--- src/design/drive_sig_cfg.svh ---
// Purpose: Offsets, field positions, reset values and codes for the drive signal outputs
// Assumes: Frequencies in 0.1 Hz steps, percentages in 1 % steps
// Notes:   Included by the package and by the top module
`ifndef DRIVE_SIG_CFG_SVH
`define DRIVE_SIG_CFG_SVH
// Register byte offsets, one 32-bit word each
`define OFS_BAND      8'h00
`define OFS_FWD_THR   8'h04
`define OFS_REV_THR   8'h08
`define OFS_HYST      8'h0C
`define OFS_EXT_DISP  8'h10
`define OFS_OC_SEL    8'h14
`define OFS_RLY_SEL   8'h18
`define OFS_CTRL      8'h1C
`define OFS_STATUS    8'h20
`define OFS_IRQ_STAT  8'h24
`define OFS_IRQ_MASK  8'h28
// Reset values and ranges
`define BAND_RST      16'h000A
`define BAND_MAX      16'h0064
`define FWD_RST       16'h003C
`define THR_MAX       16'h0FA0
`define REV_SAME      16'h270F
`define HYST_RST      16'h0000
`define HYST_MAX      16'h0032
`define EXT_RST       16'h0000
`define OC_SEL_RST    16'h0000
`define RLY_SEL_RST   16'h0063
// Terminal selection codes
`define CODE_AT       16'h0001
`define CODE_FU       16'h0004
`define CODE_CF       16'h005B
`define CODE_ALM      16'h0063
`define CODE_NEG      16'h0064
`define CODE_LIMIT    16'h00C8
// Scale of a percentage
`define PCT_SCALE     24'h000064
// Control register fields
`define CTRL_METH_LSB 0
`define CTRL_FRST_BIT 2
// Status and interrupt bit positions
`define ST_AT         0
`define ST_FU         1
`define ST_ALM        2
`define ST_CF         3
`define ST_OC         4
`define ST_RLY        5
`endif

--- src/design/drive_sig_pkg.sv ---
// Purpose: Types shared by the drive signal output modules
// Assumes: Constants come from the cfg header
// Notes:   State of each module is one packed struct
`include "drive_sig_cfg.svh"
package drive_sig_pkg;
    // Source of the compared frequency
    typedef enum logic [1:0] {
        METH_VF   = 2'b00,
        METH_FLUX = 2'b01,
        METH_IPM  = 2'b10
    } meth_t;

    // Hysteresis comparator state
    typedef struct packed {
        logic flag;
    } cmp_state_t;

    // Top module state
    typedef struct packed {
        logic        ack;
        logic [31:0] rdat;
        logic [15:0] band;
        logic [15:0] fwd;
        logic [15:0] rev;
        logic [15:0] hyst;
        logic [15:0] ext;
        logic [15:0] oc_sel;
        logic [15:0] rly_sel;
        meth_t       meth;
        logic        fault;
        logic        cfault;
        logic [3:0]  prev;
        logic [3:0]  irq_st;
        logic [3:0]  irq_mask;
        logic        irq;
        logic        oc_term;
        logic        relay;
    } state_t;
endpackage

--- src/design/freq_cmp_if.sv ---
// Purpose: Carries one hysteresis comparison between the top and a comparator
// Assumes: All signals on the system clock
// Notes:   Flag means lhs <= rhs, released only past rhs + hyst
`timescale 1ns/100ps
interface freq_cmp_if #(parameter int W = 24);
    logic [W-1:0] lhs;      // Left side of the comparison
    logic [W-1:0] rhs;      // Right side
    logic [W-1:0] hyst;     // Release margin
    logic         hold_off; // Forces the flag low
    logic         flag;     // Registered result
    modport ctl (output lhs, rhs, hyst, hold_off, input flag);
    modport cmp (input lhs, rhs, hyst, hold_off, output flag);
endinterface // freq_cmp_if

--- src/design/hyst_compare.sv ---
// Purpose: Registered less-or-equal comparison with release hysteresis
// Assumes: Inputs stable on the system clock
// Notes:   Sum is one bit wider so it never wraps
`timescale 1ns/100ps
module hyst_compare #(parameter int W = 24) (
    input  wire logic i_sys_clk,
    input  wire logic i_resetn,
    freq_cmp_if.cmp   bus
);
    import drive_sig_pkg::*;

    cmp_state_t s_r;   // Registered state
    cmp_state_t s_nxt; // Next state
    logic [W:0] limit; // Release bound

    // Next flag: set on entry, kept until the bound is passed
    always_comb begin
        s_nxt = s_r;
        limit = {1'b0, bus.rhs} + {1'b0, bus.hyst};
        if (bus.hold_off) begin
            s_nxt.flag = 1'b0;
        end else if (s_r.flag) begin
            s_nxt.flag = ({1'b0, bus.lhs} <= limit);
        end else begin
            s_nxt.flag = (bus.lhs <= bus.rhs);
        end
    end

    // State register
    always_ff @(posedge i_sys_clk or negedge i_resetn) begin
        if (!i_resetn) begin
            s_r <= '0;
        end else begin
            s_r <= s_nxt;
        end
    end

    assign bus.flag = s_r.flag;
endmodule // hyst_compare

--- src/design/drive_signal_outputs.sv ---
// Purpose: Status flags of a motor drive and their routing to output terminals
// Assumes: Frequency and fault inputs come from logic on i_sys_clk
// Notes:   Terminal outputs are 1 when the terminal conducts
`timescale 1ns/100ps
`include "drive_sig_cfg.svh"
module drive_signal_outputs #(
    parameter int FREQ_W = 16,  // Frequency width, 0.1 Hz steps
    parameter int CMP_W  = 24   // Width of scaled comparisons
) (
    input  wire logic              i_sys_clk,
    input  wire logic              i_resetn,
    input  wire logic              i_wb_cyc,
    input  wire logic              i_wb_stb,
    input  wire logic              i_wb_we,
    input  wire logic [7:0]        i_wb_adr,
    input  wire logic [31:0]       i_wb_dat,
    input  wire logic [3:0]        i_wb_sel,
    input  wire logic [FREQ_W-1:0] i_out_freq,
    input  wire logic [FREQ_W-1:0] i_preslip_freq,
    input  wire logic [FREQ_W-1:0] i_rotor_freq,
    input  wire logic [FREQ_W-1:0] i_set_freq,
    input  wire logic              i_reverse,
    input  wire logic              i_dc_brake,
    input  wire logic              i_trip,
    input  wire logic              i_brake_transistor_alarm,
    input  wire logic              i_earth_fault_at_start,
    input  wire logic              i_accel_overcurrent_trip,
    input  wire logic              i_earth_current_seen,
    input  wire logic              i_output_phase_loss,
    input  wire logic              i_param_storage_fault,
    input  wire logic              i_processor_fault,
    input  wire logic              i_inrush_limit_fault,
    output logic      [31:0]       o_wb_dat,
    output logic                   o_wb_ack,
    output logic                   o_irq,
    output logic                   o_at_speed_flag,
    output logic                   o_freq_threshold_flag,
    output logic                   o_fault_flag_out,
    output logic                   o_circuit_fault_flag,
    output logic                   o_open_collector_out,
    output logic                   o_relay_contact_output
);
    import drive_sig_pkg::*;

    // One struct: reset and next copy match
    state_t s_r;   // Registered state
    state_t s_nxt; // Next state

    // Comparator links
    // Each flag is its own register
    freq_cmp_if #(.W(CMP_W)) at_if ();
    freq_cmp_if #(.W(CMP_W)) fu_if ();

    logic [FREQ_W-1:0] cmp_freq;  // Frequency under comparison
    logic [FREQ_W-1:0] diff;      // Distance from the setpoint
    logic [15:0]       thr;       // Active frequency threshold
    logic              cf_event;  // Any circuit fault this cycle
    logic              wb_req;    // New bus request
    logic              cfg_open;  // Frequency settings writable
    logic [3:0]        flags;     // Current flag vector
    logic [3:0]        rise;      // Rising edges of the flags

    // Merge written byte lanes into a 16-bit register
    // Range checks see the merged value
    function automatic logic [15:0] lane16(input logic [15:0] old,
                                           input logic [31:0] dat,
                                           input logic [3:0]  sel);
        logic [15:0] r;

        // Lanes 2 and 3 unused: 16-bit words
        r = old;
        if (sel[0]) begin
            r[7:0] = dat[7:0];
        end
        if (sel[1]) begin
            r[15:8] = dat[15:8];
        end
        return r;
    endfunction

    // Conducting state of a terminal for its selection code
    // Negative codes conduct while idle
    function automatic logic term_conduct(input logic [15:0] code,
                                          input logic [3:0]  f);
        logic [15:0] base;
        logic        neg;
        logic        act;
        logic        known;

        base  = code;
        neg   = 1'b0;
        act   = 1'b0;
        known = 1'b1;

        // Codes from 200 up name nothing
        if (code >= `CODE_LIMIT) begin
            known = 1'b0;
        end else if (code >= `CODE_NEG) begin
            base = code - `CODE_NEG;
            neg  = 1'b1;
        end

        // Base code picks the flag
        case (base)
            `CODE_AT:  act = f[`ST_AT];
            `CODE_FU:  act = f[`ST_FU];
            `CODE_CF:  act = f[`ST_CF];
            `CODE_ALM: act = f[`ST_ALM];
            default:   known = 1'b0;
        endcase
        // Unassigned code never conducts, whatever its polarity
        return known & (act ^ neg);
    endfunction

    // Compared frequency by control method
    // Method is registered: one edge late
    always_comb begin
        case (s_r.meth)
            METH_VF:   cmp_freq = i_out_freq;
            METH_FLUX: cmp_freq = i_preslip_freq;
            METH_IPM:  cmp_freq = i_rotor_freq;
            default:   cmp_freq = i_out_freq;
        endcase
    end

    // Distance from the setpoint, always positive
    // Larger side first: no wrap
    assign diff = (cmp_freq >= i_set_freq) ? cmp_freq - i_set_freq
                                           : i_set_freq - cmp_freq;

    // Reverse threshold only when set and turning in reverse
    // Sentinel means one threshold both ways
    assign thr = (i_reverse && s_r.rev != `REV_SAME) ? s_r.rev : s_r.fwd;

    // At-speed: diff*100 <= set*band, division avoided on purpose
    // Casts keep products at CMP_W bits
    assign at_if.lhs      = CMP_W'(CMP_W'(diff) * `PCT_SCALE);
    assign at_if.rhs      = CMP_W'(i_set_freq) * CMP_W'(s_r.band);
    assign at_if.hyst     = CMP_W'(CMP_W'(s_r.hyst) * `PCT_SCALE);
    assign at_if.hold_off = i_dc_brake;

    // Threshold: thr <= freq, released below thr - hyst
    // Sides swapped: one comparator type
    assign fu_if.lhs      = CMP_W'(thr);
    assign fu_if.rhs      = CMP_W'(cmp_freq);
    assign fu_if.hyst     = CMP_W'(s_r.hyst);
    assign fu_if.hold_off = i_dc_brake;

    // At-speed comparator
    // Its flag is a register, glitch free
    hyst_compare #(.W(CMP_W)) u_at_cmp (
        .i_sys_clk (i_sys_clk),
        .i_resetn  (i_resetn),
        .bus       (at_if.cmp)
    );

    // Frequency threshold comparator
    // Braking holds it low as well
    hyst_compare #(.W(CMP_W)) u_fu_cmp (
        .i_sys_clk (i_sys_clk),
        .i_resetn  (i_resetn),
        .bus       (fu_if.cmp)
    );

    // Circuit faults; an earth fault shown as accel overcurrent still counts
    // Accel overcurrent alone: trip only
    assign cf_event = i_brake_transistor_alarm | i_earth_fault_at_start
                    | (i_accel_overcurrent_trip & i_earth_current_seen)
                    | i_output_phase_loss | i_param_storage_fault
                    | i_processor_fault | i_inrush_limit_fault;

    // Bus request decode; ack gap makes every access two cycles apart
    assign wb_req   = i_wb_cyc & i_wb_stb & ~s_r.ack;
    // Selectors stay writable when locked
    assign cfg_open = (s_r.ext == 16'h0000);

    // Flag vector and its edges feed status and interrupts
    // Bit order matches the status word
    assign flags = {s_r.cfault, s_r.fault, fu_if.flag, at_if.flag};
    // Edge memory resets to idle: no false edge
    assign rise  = flags & ~s_r.prev;

    // Next state: bus slave, fault latches, interrupts, terminals
    always_comb begin
        s_nxt      = s_r;
        s_nxt.ack  = wb_req;
        s_nxt.prev = flags;

        // Fault reset from software, a new trip in the same cycle wins
        // Set after clear gives the set priority
        if (wb_req && i_wb_we && i_wb_adr == `OFS_CTRL && i_wb_sel[0]
            && i_wb_dat[`CTRL_FRST_BIT]) begin
            s_nxt.fault  = 1'b0;
            s_nxt.cfault = 1'b0;
        end

        // Any trip latches the fault flag
        if (i_trip || cf_event) begin
            s_nxt.fault = 1'b1;
        end

        // Circuit faults latch their own flag
        if (cf_event) begin
            s_nxt.cfault = 1'b1;
        end

        // Register writes; out-of-range settings are dropped
        // Dropped, not clamped: reads stay true
        // Writes land at the ack edge
        if (wb_req && i_wb_we) begin
            case (i_wb_adr)
                `OFS_BAND: begin
                    if (cfg_open && lane16(s_r.band, i_wb_dat, i_wb_sel) <= `BAND_MAX) begin
                        s_nxt.band = lane16(s_r.band, i_wb_dat, i_wb_sel);
                    end
                end
                `OFS_FWD_THR: begin
                    if (cfg_open && lane16(s_r.fwd, i_wb_dat, i_wb_sel) <= `THR_MAX) begin
                        s_nxt.fwd = lane16(s_r.fwd, i_wb_dat, i_wb_sel);
                    end
                end
                `OFS_REV_THR: begin
                    // Sentinel value is accepted beside the range
                    // though it lies above it
                    if (cfg_open && (lane16(s_r.rev, i_wb_dat, i_wb_sel) <= `THR_MAX
                        || lane16(s_r.rev, i_wb_dat, i_wb_sel) == `REV_SAME)) begin
                        s_nxt.rev = lane16(s_r.rev, i_wb_dat, i_wb_sel);
                    end
                end
                `OFS_HYST: begin
                    if (cfg_open && lane16(s_r.hyst, i_wb_dat, i_wb_sel) <= `HYST_MAX) begin
                        s_nxt.hyst = lane16(s_r.hyst, i_wb_dat, i_wb_sel);
                    end
                end
                `OFS_EXT_DISP: begin
                    s_nxt.ext = lane16(s_r.ext, i_wb_dat, i_wb_sel);
                end
                `OFS_OC_SEL: begin
                    s_nxt.oc_sel = lane16(s_r.oc_sel, i_wb_dat, i_wb_sel);
                end
                `OFS_RLY_SEL: begin
                    s_nxt.rly_sel = lane16(s_r.rly_sel, i_wb_dat, i_wb_sel);
                end
                `OFS_CTRL: begin
                    // Unused method code falls back to output frequency
                    if (i_wb_sel[0]) begin
                        s_nxt.meth = meth_t'(i_wb_dat[`CTRL_METH_LSB +: 2]);
                    end
                end
                `OFS_IRQ_MASK: begin
                    if (i_wb_sel[0]) begin
                        s_nxt.irq_mask = i_wb_dat[3:0];
                    end
                end
                default: begin
                    // Read-only and unmapped words ignore writes
                end
            endcase
        end

        // Write one to clear, a new edge in the same cycle wins
        // Interrupt follows next status and mask
        if (wb_req && i_wb_we && i_wb_adr == `OFS_IRQ_STAT && i_wb_sel[0]) begin
            s_nxt.irq_st = s_r.irq_st & ~i_wb_dat[3:0];
        end
        s_nxt.irq_st = s_nxt.irq_st | rise;
        s_nxt.irq    = |(s_nxt.irq_st & s_nxt.irq_mask);

        // Read data, zero for unmapped words and during writes
        // Fault reset bit is a strobe
        s_nxt.rdat = 32'h0000_0000;
        if (wb_req && !i_wb_we) begin
            case (i_wb_adr)
                `OFS_BAND:     s_nxt.rdat = {16'h0000, s_r.band};
                `OFS_FWD_THR:  s_nxt.rdat = {16'h0000, s_r.fwd};
                `OFS_REV_THR:  s_nxt.rdat = {16'h0000, s_r.rev};
                `OFS_HYST:     s_nxt.rdat = {16'h0000, s_r.hyst};
                `OFS_EXT_DISP: s_nxt.rdat = {16'h0000, s_r.ext};
                `OFS_OC_SEL:   s_nxt.rdat = {16'h0000, s_r.oc_sel};
                `OFS_RLY_SEL:  s_nxt.rdat = {16'h0000, s_r.rly_sel};
                `OFS_CTRL:     s_nxt.rdat = {30'h0000_0000, s_r.meth};
                `OFS_STATUS:   s_nxt.rdat = {26'h000_0000, s_r.relay, s_r.oc_term, flags};
                `OFS_IRQ_STAT: s_nxt.rdat = {28'h000_0000, s_r.irq_st};
                `OFS_IRQ_MASK: s_nxt.rdat = {28'h000_0000, s_r.irq_mask};
                default:       s_nxt.rdat = 32'h0000_0000;
            endcase
        end

        // Terminal drive from the selection codes
        // One cycle behind the flags, the price
        // paid for registered outputs
        s_nxt.oc_term = term_conduct(s_r.oc_sel, flags);
        s_nxt.relay   = term_conduct(s_r.rly_sel, flags);
    end

    // State register; relay selection starts on the fault flag
    // Constants only in the reset branch
    // so reset never waits on logic
    always_ff @(posedge i_sys_clk or negedge i_resetn) begin
        if (!i_resetn) begin
            s_r          <= '0;
            s_r.band     <= `BAND_RST;
            s_r.fwd      <= `FWD_RST;
            s_r.rev      <= `REV_SAME;
            s_r.hyst     <= `HYST_RST;
            s_r.ext      <= `EXT_RST;
            s_r.oc_sel   <= `OC_SEL_RST;
            s_r.rly_sel  <= `RLY_SEL_RST;
            s_r.meth     <= METH_VF;
        end else begin
            s_r <= s_nxt;
        end
    end

    // Outputs straight from registers
    // No logic between flop and pin
    // At-speed and threshold flags come from the comparators
    assign o_wb_dat               = s_r.rdat;
    assign o_wb_ack               = s_r.ack;
    assign o_irq                  = s_r.irq;
    assign o_at_speed_flag        = at_if.flag;
    assign o_freq_threshold_flag  = fu_if.flag;
    assign o_fault_flag_out       = s_r.fault;
    assign o_circuit_fault_flag   = s_r.cfault;
    assign o_open_collector_out   = s_r.oc_term;
    assign o_relay_contact_output = s_r.relay;
endmodule // drive_signal_outputs

--- config.mk ---
export PLATFORM = sky130hd
export DESIGN_NAME = drive_signal_outputs
export DESIGN_NICKNAME = d
export VERILOG_FILES = /design/src/design/drive_sig_pkg.sv /design/src/design/freq_cmp_if.sv /design/src/design/hyst_compare.sv /design/src/design/drive_signal_outputs.sv
export VERILOG_INCLUDE_DIRS = /design/src /design/src/design
export SDC_FILE = /design/constraint.sdc
export NUM_CORES = 1
export LEC_CHECK = 0
export BUFFER_PORTS_ARGS = -buffer_cell sky130_fd_sc_hd__buf_2
export CAP_MARGIN = 0
export CORE_ASPECT_RATIO = 0.9
export CORE_MARGIN = 3
export CORE_UTILIZATION = 30
export DETAILED_ROUTE_END_ITERATION = 12
export PLACE_DENSITY = 0.47
export SYNTH_ARGS = -nofsm -noshare
export SYNTH_HDL_FRONTEND = slang
export SYNTH_HIERARCHICAL = 1
export SYNTH_SLANG_ARGS = --single-unit
--- constraint.sdc ---
create_clock -name i_sys_clk -period 12 [get_ports i_sys_clk]
set_input_delay 0.6 -clock i_sys_clk [delete_from_list [all_inputs] [get_ports i_sys_clk]]
set_output_delay 0.6 -clock i_sys_clk [all_outputs]
set_load 0.02 [all_outputs]
Word level (Yosys, flattened, before mapping). Cells that the tools add are included.

Input bits: 124. Word-level logic and storage cells: 174. Flip-flop bits (word level): 166. Output and inout port bits: 40.

Bitwise gates (word level): 20. Add/subtract/negate cells: 6. Multiplexer cells: 54. Equal/unequal tests: 22. Multipliers: 3. Order comparisons: 13. Reduce and logical (&&, ||, !) cells: 33.

Operators with widths (number): $mux W8 (24); $pmux W16 S11 (1); $mux W16 (7); $eq A16 B7 Y1 const B (4); $mul A16 B5 Y21 const B (2); $reduce_and A3 Y1 (11); $eq A16 B1 Y1 const B (2); $eq A16 B3 Y1 const B (2); $eq A8 B5 Y1 const B (4); $ge A16 B7 Y1 const B (2); $ge A16 B8 Y1 const B (2); $le A16 B12 Y1 const B (2); $pmux W16 S2 (1); $sub A16 B16 Y16 (2); $sub A16 B7 Y16 const B (2); $add A24 B23 Y25 (1); $le A16 B25 Y1 (1); $le A23 B25 Y1 (1); $eq A8 B6 Y1 const B (3); $le A23 B24 Y1 (1); $mul A16 B16 Y24 (1); $add A16 B16 Y17 (1); $eq A16 B14 Y1 const B (1); $eq A8 B4 Y1 const B (2); 26 further kinds (71).

Logic depth before layout (Yosys ltp). Gate-level depths: netlist of the first run.

Depth after elaboration: 9. Gate-level depth with buffers: 42. Gate-level depth less buffers: 38.

By module. The synthesis of the first run kept the hierarchy.

Modules (own cells, without submodules): drive_signal_outputs (area each 20191.9 µm², times used 1, cells an instance 2265); hyst_compare (area each 2378.5 µm², times used 2, cells an instance 313).

Least setup slack after synthesis of the first run. OpenSTA, ideal clock, no wires.

Path type: reg-to-reg. From: register s_r[17] (netlist bit). To: register u_at_cmp.s_r, in the netlist u_at_cmp/bus.flag. Period minus slack after synthesis: 8535 ps. Setup slack: 3465 ps. Arrival: 8412 ps. Stages on the path, launching flop included: 39. Path buffers: 5. Cells stage by stage: dfrtp_1 inv_1 ha_1 clkbuf_1 clkbuf_1 a22oi_1 o21ai_0 ha_1 clkbuf_1 a21o_1 a221o_1 a31oi_4 a211oi_2 a211oi_4 buf_6 buf_4 mux2i_1 xnor2_1 (+3 left out) xor2_1 ha_1 a21oi_1 o21ai_0 o41a_1 a41o_1 o41ai_1 o2111ai_1 a21oi_1 xnor2_1 ha_1 nand3_1 nor3_1 nand3_1 nor2_1 o221ai_1 and4_1 o31a_1.

Longest elaborated chain between the ends: 8. Elaborated cells between the ends (all ways): 12. Classes of those cells: add/sub: 2; mul: 1; order compare: 3; eq/ne: 2; mux: 4.

Ends and longest elaborated chain: start, declared (RTL line drive_signal_outputs.sv:46) `state_t s_r;`; start signal, assigned (RTL line drive_signal_outputs.sv:311) `s_r <= s_nxt;`; $eq A2 B2 Y1 / $eq A2 B1 Y1 (equally long branches) (RTL line drive_signal_outputs.sv:118) `case (s_r.meth)`; $pmux W16 S2 (*) (RTL line drive_signal_outputs.sv:118); named net cmp_freq[2] (RTL line drive_signal_outputs.sv:54) `logic [FREQ_W-1:0] cmp_freq;`; $sub A16 B16 Y16, or another cell as far along (RTL line drive_signal_outputs.sv:129) `: i_set_freq - cmp_freq;`; $mux W16 (*) (RTL line drive_signal_outputs.sv:128) `assign diff = (cmp_freq >= i_set_freq) ? cmp_freq - i_set_freq`; $mul A16 B5 Y21 (no source line) (*); named net at_if.lhs[4] (RTL line freq_cmp_if.sv:6) `logic [W-1:0] lhs;`; $le A23 B25 Y1 / $le A23 B24 Y1 (equally long branches) (RTL line hyst_compare.sv:23, hyst_compare.sv:25); $mux W1 (*) (RTL line hyst_compare.sv:22) `end else if (s_r.flag) begin`; $mux W1 (*) (RTL line hyst_compare.sv:20) `if (bus.hold_off) begin`; named net u_at_cmp.s_nxt (RTL line hyst_compare.sv:13) `cmp_state_t s_nxt;`; end signal, assigned (RTL line hyst_compare.sv:34) `s_r <= s_nxt;`; end, declared (RTL line hyst_compare.sv:12) `cmp_state_t s_r;`.

Mark *: on every way through the listed nets, which the timed path passes. The rest lies on a longest branch. A chain may end at the register's enable or synchronous reset.

Final worst setup path of the first run. Ends and elaborated chain as after synthesis.

==> impl_metrics.env, run 1 <==
export IMPL_postCtsHoldBufs=0
export IMPL_via_count=21100
export IMPL_timing_critical_path_required_ns=12.33
export IMPL_overflow=0
export IMPL_worst_endpoint_arrival_ns=10.72
export IMPL_max_cap_violations=0
export IMPL_status="complete, no violations"
export IMPL_r2r_slack_ns=1.61
export IMPL_post_drt_wl_per_cell_um=20.4
export IMPL_vias_per_cell=5.20
export IMPL_finalCritPeriodShare=0.866
export IMPL_comb_power_share=0.653
export IMPL_dp_hpwl_um=66000
export IMPL_ctsResizeCount=0
export IMPL_ys_async_sr_fraction=1.00
export IMPL_setup_repair_after_global_routing_missed_its_margin="false"
export IMPL_leak_pwr_nw=13.6
export IMPL_wire_length_of_the_first_global_routing_pass_um=128000
export IMPL_postCtsSetupRepairBufs=0
export IMPL_die_area_mm2=0.0867
export IMPL_max_freq_mhz=96.2
export IMPL_avg_cell_area_syn_um2=8.63
export IMPL_seq_area_frac_synth=0.151
export IMPL_synthesis_yosys_warnings=6
export IMPL_row_count=99
export IMPL_registers_top_by_ff_count="s_r"
export IMPL_power_sequential_fraction=0.169
export IMPL_vias_in_the_first_global_route=20600
export IMPL_fin_setup_tns_ns=0
export IMPL_num_antenna_cells=0
export IMPL_dpl_instance_area_mm2=0.0267
export IMPL_clkSinkCount=150
export IMPL_max_slew_margin=0.185
export IMPL_gpl_final_weighted_congestion=0.877
export IMPL_clock_power_share=0.179
export IMPL_layout_cells_most_common="inv_1"
export IMPL_cell_type_with_the_highest_occurrence_count_on_the_critical_path="ha_1"
export IMPL_hp_class="primary input to asynchronous set/reset pin"
export IMPL_layout_cell_area_non_filler_mm2=0.0273
export IMPL_timing_critical_path_to_type="flop"
export IMPL_reg2reg_depth=33
export IMPL_core_area_mm2=0.0818
export IMPL_critPathBufInv=1
export IMPL_drc=0
export IMPL_number_of_search_and_repair_iterations_in_the_first_detailed_routing_pass=7
export IMPL_max_slew_worst_pin_slew_ns=1.21
export IMPL_drv_slew=0
export IMPL_power_density_mw_per_mm2=114
export IMPL_critical_path_top_delay_cell="ha_1"
export IMPL_grt_antenna_before_repair=6
export IMPL_critical_path_reg2reg_endpoint="u_at_cmp/bus.flag"
export IMPL_root_buffer="clkbuf_16"
export IMPL_grt_start_max_net_pins=82
export IMPL_postRouteWirelength_um=83000
export IMPL_clk_latency_ns=0.44
export IMPL_area_growth_synth_to_final_pct=9.55
export IMPL_synth_edff_count=0
export IMPL_cpPeakStageDelay_ns=0.84
export IMPL_setup_violations_final=0
export IMPL_die_y_um=280
export IMPL_synthCells=2891
export IMPL_die_w_um=310
export IMPL_peakVddDrop_v=0.000165
export IMPL_final_net_count=3663
export IMPL_cts_htree_levels=4
export IMPL_initialDrtViolationCount=1740
export IMPL_timing_critical_path_fanout_max=16
export IMPL_mappedNetlistArea_mm2=0.0249
export IMPL_reg2reg_from="s_r[17]"
export IMPL_synth_cell_types=87
export IMPL_cts_inserted_buffers=17
export IMPL_placement_io_buffers=129
export IMPL_switching_power_mw=1.49
export IMPL_tritoncts="yes"
export IMPL_setup_skew_after_layout_ns=0.0167
export IMPL_finalHoldViolations=0
export IMPL_path_delay_family="compound AO/OA/AOI/OAI gates"
export IMPL_largest_register_ff_count=110
export IMPL_number_of_fill_cells_in_the_layout=8691
export IMPL_clock_tree_buffer_depth=2
export IMPL_worst_setup_hold_path_clk_slew_ns=0.09
export IMPL_drive_above_1_share=0.116
export IMPL_timing_setup_critical_path_class="flop to flop"
export IMPL_start_util=0.305
export IMPL_layout_common_cells="inv_1, ha_1, nand2_1"
export IMPL_postSynthRegisterBits=150
export IMPL_timing_critical_path_from="s_r[17]"
export IMPL_switching_share=0.478
export IMPL_yosys_most_used_dff="dfrtp_1"
export IMPL_ant_nets=0
export IMPL_grt_util_all_layers=0.191
export IMPL_startpoint_type="flop"
export IMPL_finalWorstPathRequiredPeriod_ns=10.39
export IMPL_io_pin_count=164
export IMPL_p_int_mw=1.62
-- final cells by class --
| cell class | count | area (um^2) | area share |
|---|---|---|---|
| flip-flops and latches | 150 | 3780 | 0.138 |
| multi-input cells | 2240 | 19200 | 0.701 |
| clock buffers | 17 | 425 | 0.0156 |
| clock inverters | 15 | 196 | 0.00719 |
| well taps | 1060 | 1330 | 0.0485 |
| inverters | 422 | 1580 | 0.0580 |
| repair buffers | 157 | 862 | 0.0315 |
-- cells by family (layout without fill, tap and decap cells) --
kind of cell / count (synthesis) / after routing / synth area share
mux: 117 / 117 / 0.0522
compound gates: 609 / 609 / 0.170
simple gates: 762 / 762 / 0.153
fa+ha+maj: 551 / 551 / 0.334
other cells: 1 / 65 / 0.000150
buf+inv: 565 / 611 / 0.0905
xor+xnor: 136 / 136 / 0.0477
flops: 150 / 150 / 0.151
-- worst max path at each step --
stage | end | cells past startpoint | slack [ns]
floorplan | u_at_cmp/bus.flag | 38 | 3.46
global placement | u_at_cmp/bus.flag | 33 | 1.69
detailed placement | u_at_cmp/bus.flag | 35 | 1.65
CTS | u_at_cmp/bus.flag | 35 | 1.59
global route | u_at_cmp/bus.flag | 33 | 1.01
finish | u_at_cmp/bus.flag | 33 | 1.61
-- through the flow --
stage | setup WS [ns] | total power, mW | util | hold WS, ns | instances
2_1_floorplan | 3.46 | 2.01 | - | 0.304 | 2955
3_3_place_gp | 1.69 | 2.54 | 0.327 | 0.456 | 4029
3_5_place_dp | 1.65 | 2.55 | 0.327 | 0.466 | 4029
4_1_cts | 1.59 | 3.13 | 0.334 | 0.222 | 4061
5_1_grt | 1.01 | 3.47 | 0.334 | 0.242 | 4061
6_report | 1.61 | 3.11 | 0.334 | 0.168 | 4061
-- routing by layer --
metal,routed length (um),track usage,part of all wire,up-vias
li1,-,-,-,10100
met1,41900,0.295,0.50,10500
met2,35200,0.288,0.42,550
met3,5180,0.0287,0.062,36
met4,684,0.0223,0.0082,0
met5,0,0,0,-
-- Yosys cell counts, types with 41 or more instances --
master,n,share of area
clkbuf_1,103,0.015
dfrtp_1,132,0.13
a21oi_1,122,0.024
xor2_1,49,0.017
nand2_1,256,0.039
ha_1,358,0.18
a21o_1,60,0.018
a31oi_1,46,0.012
fa_1,193,0.15
mux2_2,105,0.047
nor2_1,100,0.015
inv_1,422,0.063
o21ai_0,103,0.021
and2_1,134,0.034
nand3_1,51,0.010
nor3_1,41,0.0082
xnor2_1,87,0.031
a22oi_1,42,0.013
-- power by group through the flow --
stage	Clock, mW	Sequential [mW]	Combinational (mW)
after global routing	0.587	0.526	2.35
after global placement	0	0.535	2.01
after CTS	0.567	0.525	2.04
final	0.556	0.526	2.03
after detailed placement	0	0.535	2.02
after floorplan	0	0.527	1.48
(Power assumes the default switching activity.)
==> inputs of run 2 (changes only) <==
Settings changed: REMOVE_ABC_BUFFERS set to 1.
==> run 2 against run 1 <==
Sequential power is essentially flat. Register-to-register slack lost 0.19 ns. Final cell count grew 0.17%. Utilization is essentially flat. Global-route usage is essentially flat. Routed wire length is essentially flat. First-iteration DRC count shrank 13%. Via count shrank 0.77%. Setup slack lost 0.19 ns. Non-clock buffer count grew 5. Hold slack gained 0.031 ns. Critical endpoint unchanged. Highest routed layer is now met5.
==> impl_metrics.env, run 2 (synthesis gave the netlist of run 1 again) <==
export IMPL_status="complete, no violations"
export IMPL_worst_endpoint_arrival_ns=10.90
export IMPL_via_count=21000
export IMPL_postCtsHoldBufs=0
export IMPL_multi_input_comb_area_mm2=0.0192
export IMPL_cpPeakStageDelay_ns=0.91
export IMPL_max_slew_margin=0.308
export IMPL_grt_antenna_before_repair=4
export IMPL_grt_start_max_net_pins=80
export IMPL_overflow=0
export IMPL_vias_per_cell=5.15
export IMPL_grt_util_all_layers=0.191
export IMPL_max_freq_mhz=94.5
export IMPL_finalWorstPathRequiredPeriod_ns=10.59
export IMPL_cts_inserted_buffers=17
export IMPL_dp_hpwl_um=66800
export IMPL_finalCritPeriodShare=0.882
export IMPL_row_count=99
export IMPL_worst_hold_slack_ns=0.199
export IMPL_layout_cell_area_non_filler_mm2=0.0273
export IMPL_finalHoldViolations=0
export IMPL_max_cap_violations=0
export IMPL_postCtsSetupRepairBufs=0
export IMPL_tritoncts="yes"
export IMPL_drv_slew=0
export IMPL_drive_above_1_share=0.117
export IMPL_startpoint_type="flop"
export IMPL_timing_critical_path_fanout_max=17
export IMPL_final_total_pwr_mw=3.11
export IMPL_power_density_mw_per_mm2=114
export IMPL_die_w_um=310
export IMPL_placed_cells_incl_taps=4034
export IMPL_clkSinkCount=150
export IMPL_wire_length_of_the_first_global_routing_pass_um=127000
export IMPL_critical_path_top_delay_cell="ha_1"
export IMPL_leak_pwr_nw=13.6
export IMPL_ctsResizeCount=0
export IMPL_layout_cells_most_common="inv_1"
export IMPL_timing_critical_path_to_type="flop"
export IMPL_setup_violations_final=0
export IMPL_timing_setup_critical_path_class="flop to flop"
export IMPL_number_of_search_and_repair_iterations_in_the_first_detailed_routing_pass=7
export IMPL_max_slew_worst_pin_slew_ns=1.03
export IMPL_io_pin_count=164
export IMPL_setup_repair_after_global_routing_missed_its_margin="false"
export IMPL_clk_latency_ns=0.44
export IMPL_vias_in_the_first_global_route=20700
export IMPL_number_of_fill_cells_in_the_layout=8714
export IMPL_root_buffer="clkbuf_16"
export IMPL_clock_tree_buffer_depth=2
export IMPL_dpl_instance_area_mm2=0.0267
export IMPL_timing_critical_path_required_ns=12.31
export IMPL_start_util=0.305
export IMPL_die_y_um=280
export IMPL_final_net_count=3668
export IMPL_area_growth_synth_to_final_pct=9.58
export IMPL_post_drt_wl_per_cell_um=20.4
export IMPL_setup_skew_after_layout_ns=0.0137
export IMPL_cts_htree_levels=4
export IMPL_timing_final_ws_setup_ns=1.41
export IMPL_placement_io_buffers=129
export IMPL_die_area_mm2=0.0867
export IMPL_final_core_utilization=0.334
export IMPL_gpl_final_weighted_congestion=0.882
export IMPL_postRouteWirelength_um=83000
export IMPL_peakVddDrop_v=0.000147
export IMPL_drc=0
export IMPL_layout_common_cells="inv_1, ha_1, nand2_1"
export IMPL_path_delay_family="compound AO/OA/AOI/OAI gates"
export IMPL_layout_area_seq_mm2=0.00378
export IMPL_fin_setup_tns_ns=0
export IMPL_critPathBufInv=0
export IMPL_registers_top_by_ff_count="s_r"
export IMPL_initialDrtViolationCount=1522
export IMPL_post_layout_nonfiller_instances=4068
export IMPL_hp_class="primary input to asynchronous set/reset pin"
export IMPL_placement_setup_worst_slack_ns=1.52
export IMPL_ant_nets=0
export IMPL_core_area_mm2=0.0818
export IMPL_largest_register_ff_count=110
export IMPL_worst_setup_hold_path_clk_slew_ns=0.07
export IMPL_cell_type_with_the_highest_occurrence_count_on_the_critical_path="ha_1"
==> run 2: cell types whose count changed in the layout (fill, tap and decap cells not counted) <==
| cell | change |
|---|---|
| clkbuf_1 | +1 |
| clkinvlp_4 | +2 |
| inv_8 | -4 |
| clkinv_8 | -6 |
| buf_4 | +5 |
| bufinv_16 | +2 |
| inv_6 | +3 |
| clkinv_2 | +3 |
| clkinv_4 | -1 |
| inv_12 | -1 |
| clkbuf_8 | +1 |
| diode_2 | +2 |
==> run 2: cell type report <==
cell class / instances / share of cell area
multi-input combinational: 2240 / 0.701
sequential: 150 / 0.138
inverter: 422 / 0.0579
tap: 1060 / 0.0485
timing repair buffer: 162 / 0.0329
clock buffer: 19 / 0.0162
clock inverter: 13 / 0.00531
antenna: 2 / 0.000183
==> run 2: worst reg2reg max path: cells and delay by family, from the launching register on <==
| family | cells | cell delay [ns] |
|---|---|---|
| compound gates | 16 | 4.93 |
| simple gates | 5 | 0.91 |
| xor+xnor | 3 | 0.83 |
| fa+ha+maj | 7 | 3.07 |
| flops | 1 | 0.58 |
| mux | 1 | 0.19 |
==> run 2: path summary, 6_finish.rpt <==
| path | start | end | slack (ns) | cells after the start |
|---|---|---|---|---|
| setup / recovery | s_r[17] | u_at_cmp/bus.flag | 1.41 | 32 |
| hold / removal | i_resetn | o_circuit_fault_flag | 0.20 | 1 |
| setup reg to reg | s_r[17] | u_at_cmp/bus.flag | 1.41 | 32 |
| hold reg to reg | s_r[14] | s_r[10] | 0.47 | 1 |
| max in group asynchronous | i_resetn | s_r[126] | 10.38 | 2 |
| min in group i_sys_clk | i_trip | o_fault_flag_out | 0.36 | 2 |
==> run 2: metal layers <==
layer | GRT usage | part of all wire | vias up
met5 | 0 | 0.00016 | -
met4 | 0.0276 | 0.014 | 2
met3 | 0.0333 | 0.059 | 57
met2 | 0.287 | 0.42 | 527
met1 | 0.291 | 0.51 | 10300
li1 | - | - | 10100
==> run 2: where the power goes <==
group | total [mW] | internal (mW) | switching, mW
Clock | 0.549 | 0.315 | 0.234
Combinational | 2.04 | 0.825 | 1.21
Sequential | 0.526 | 0.511 | 0.0146
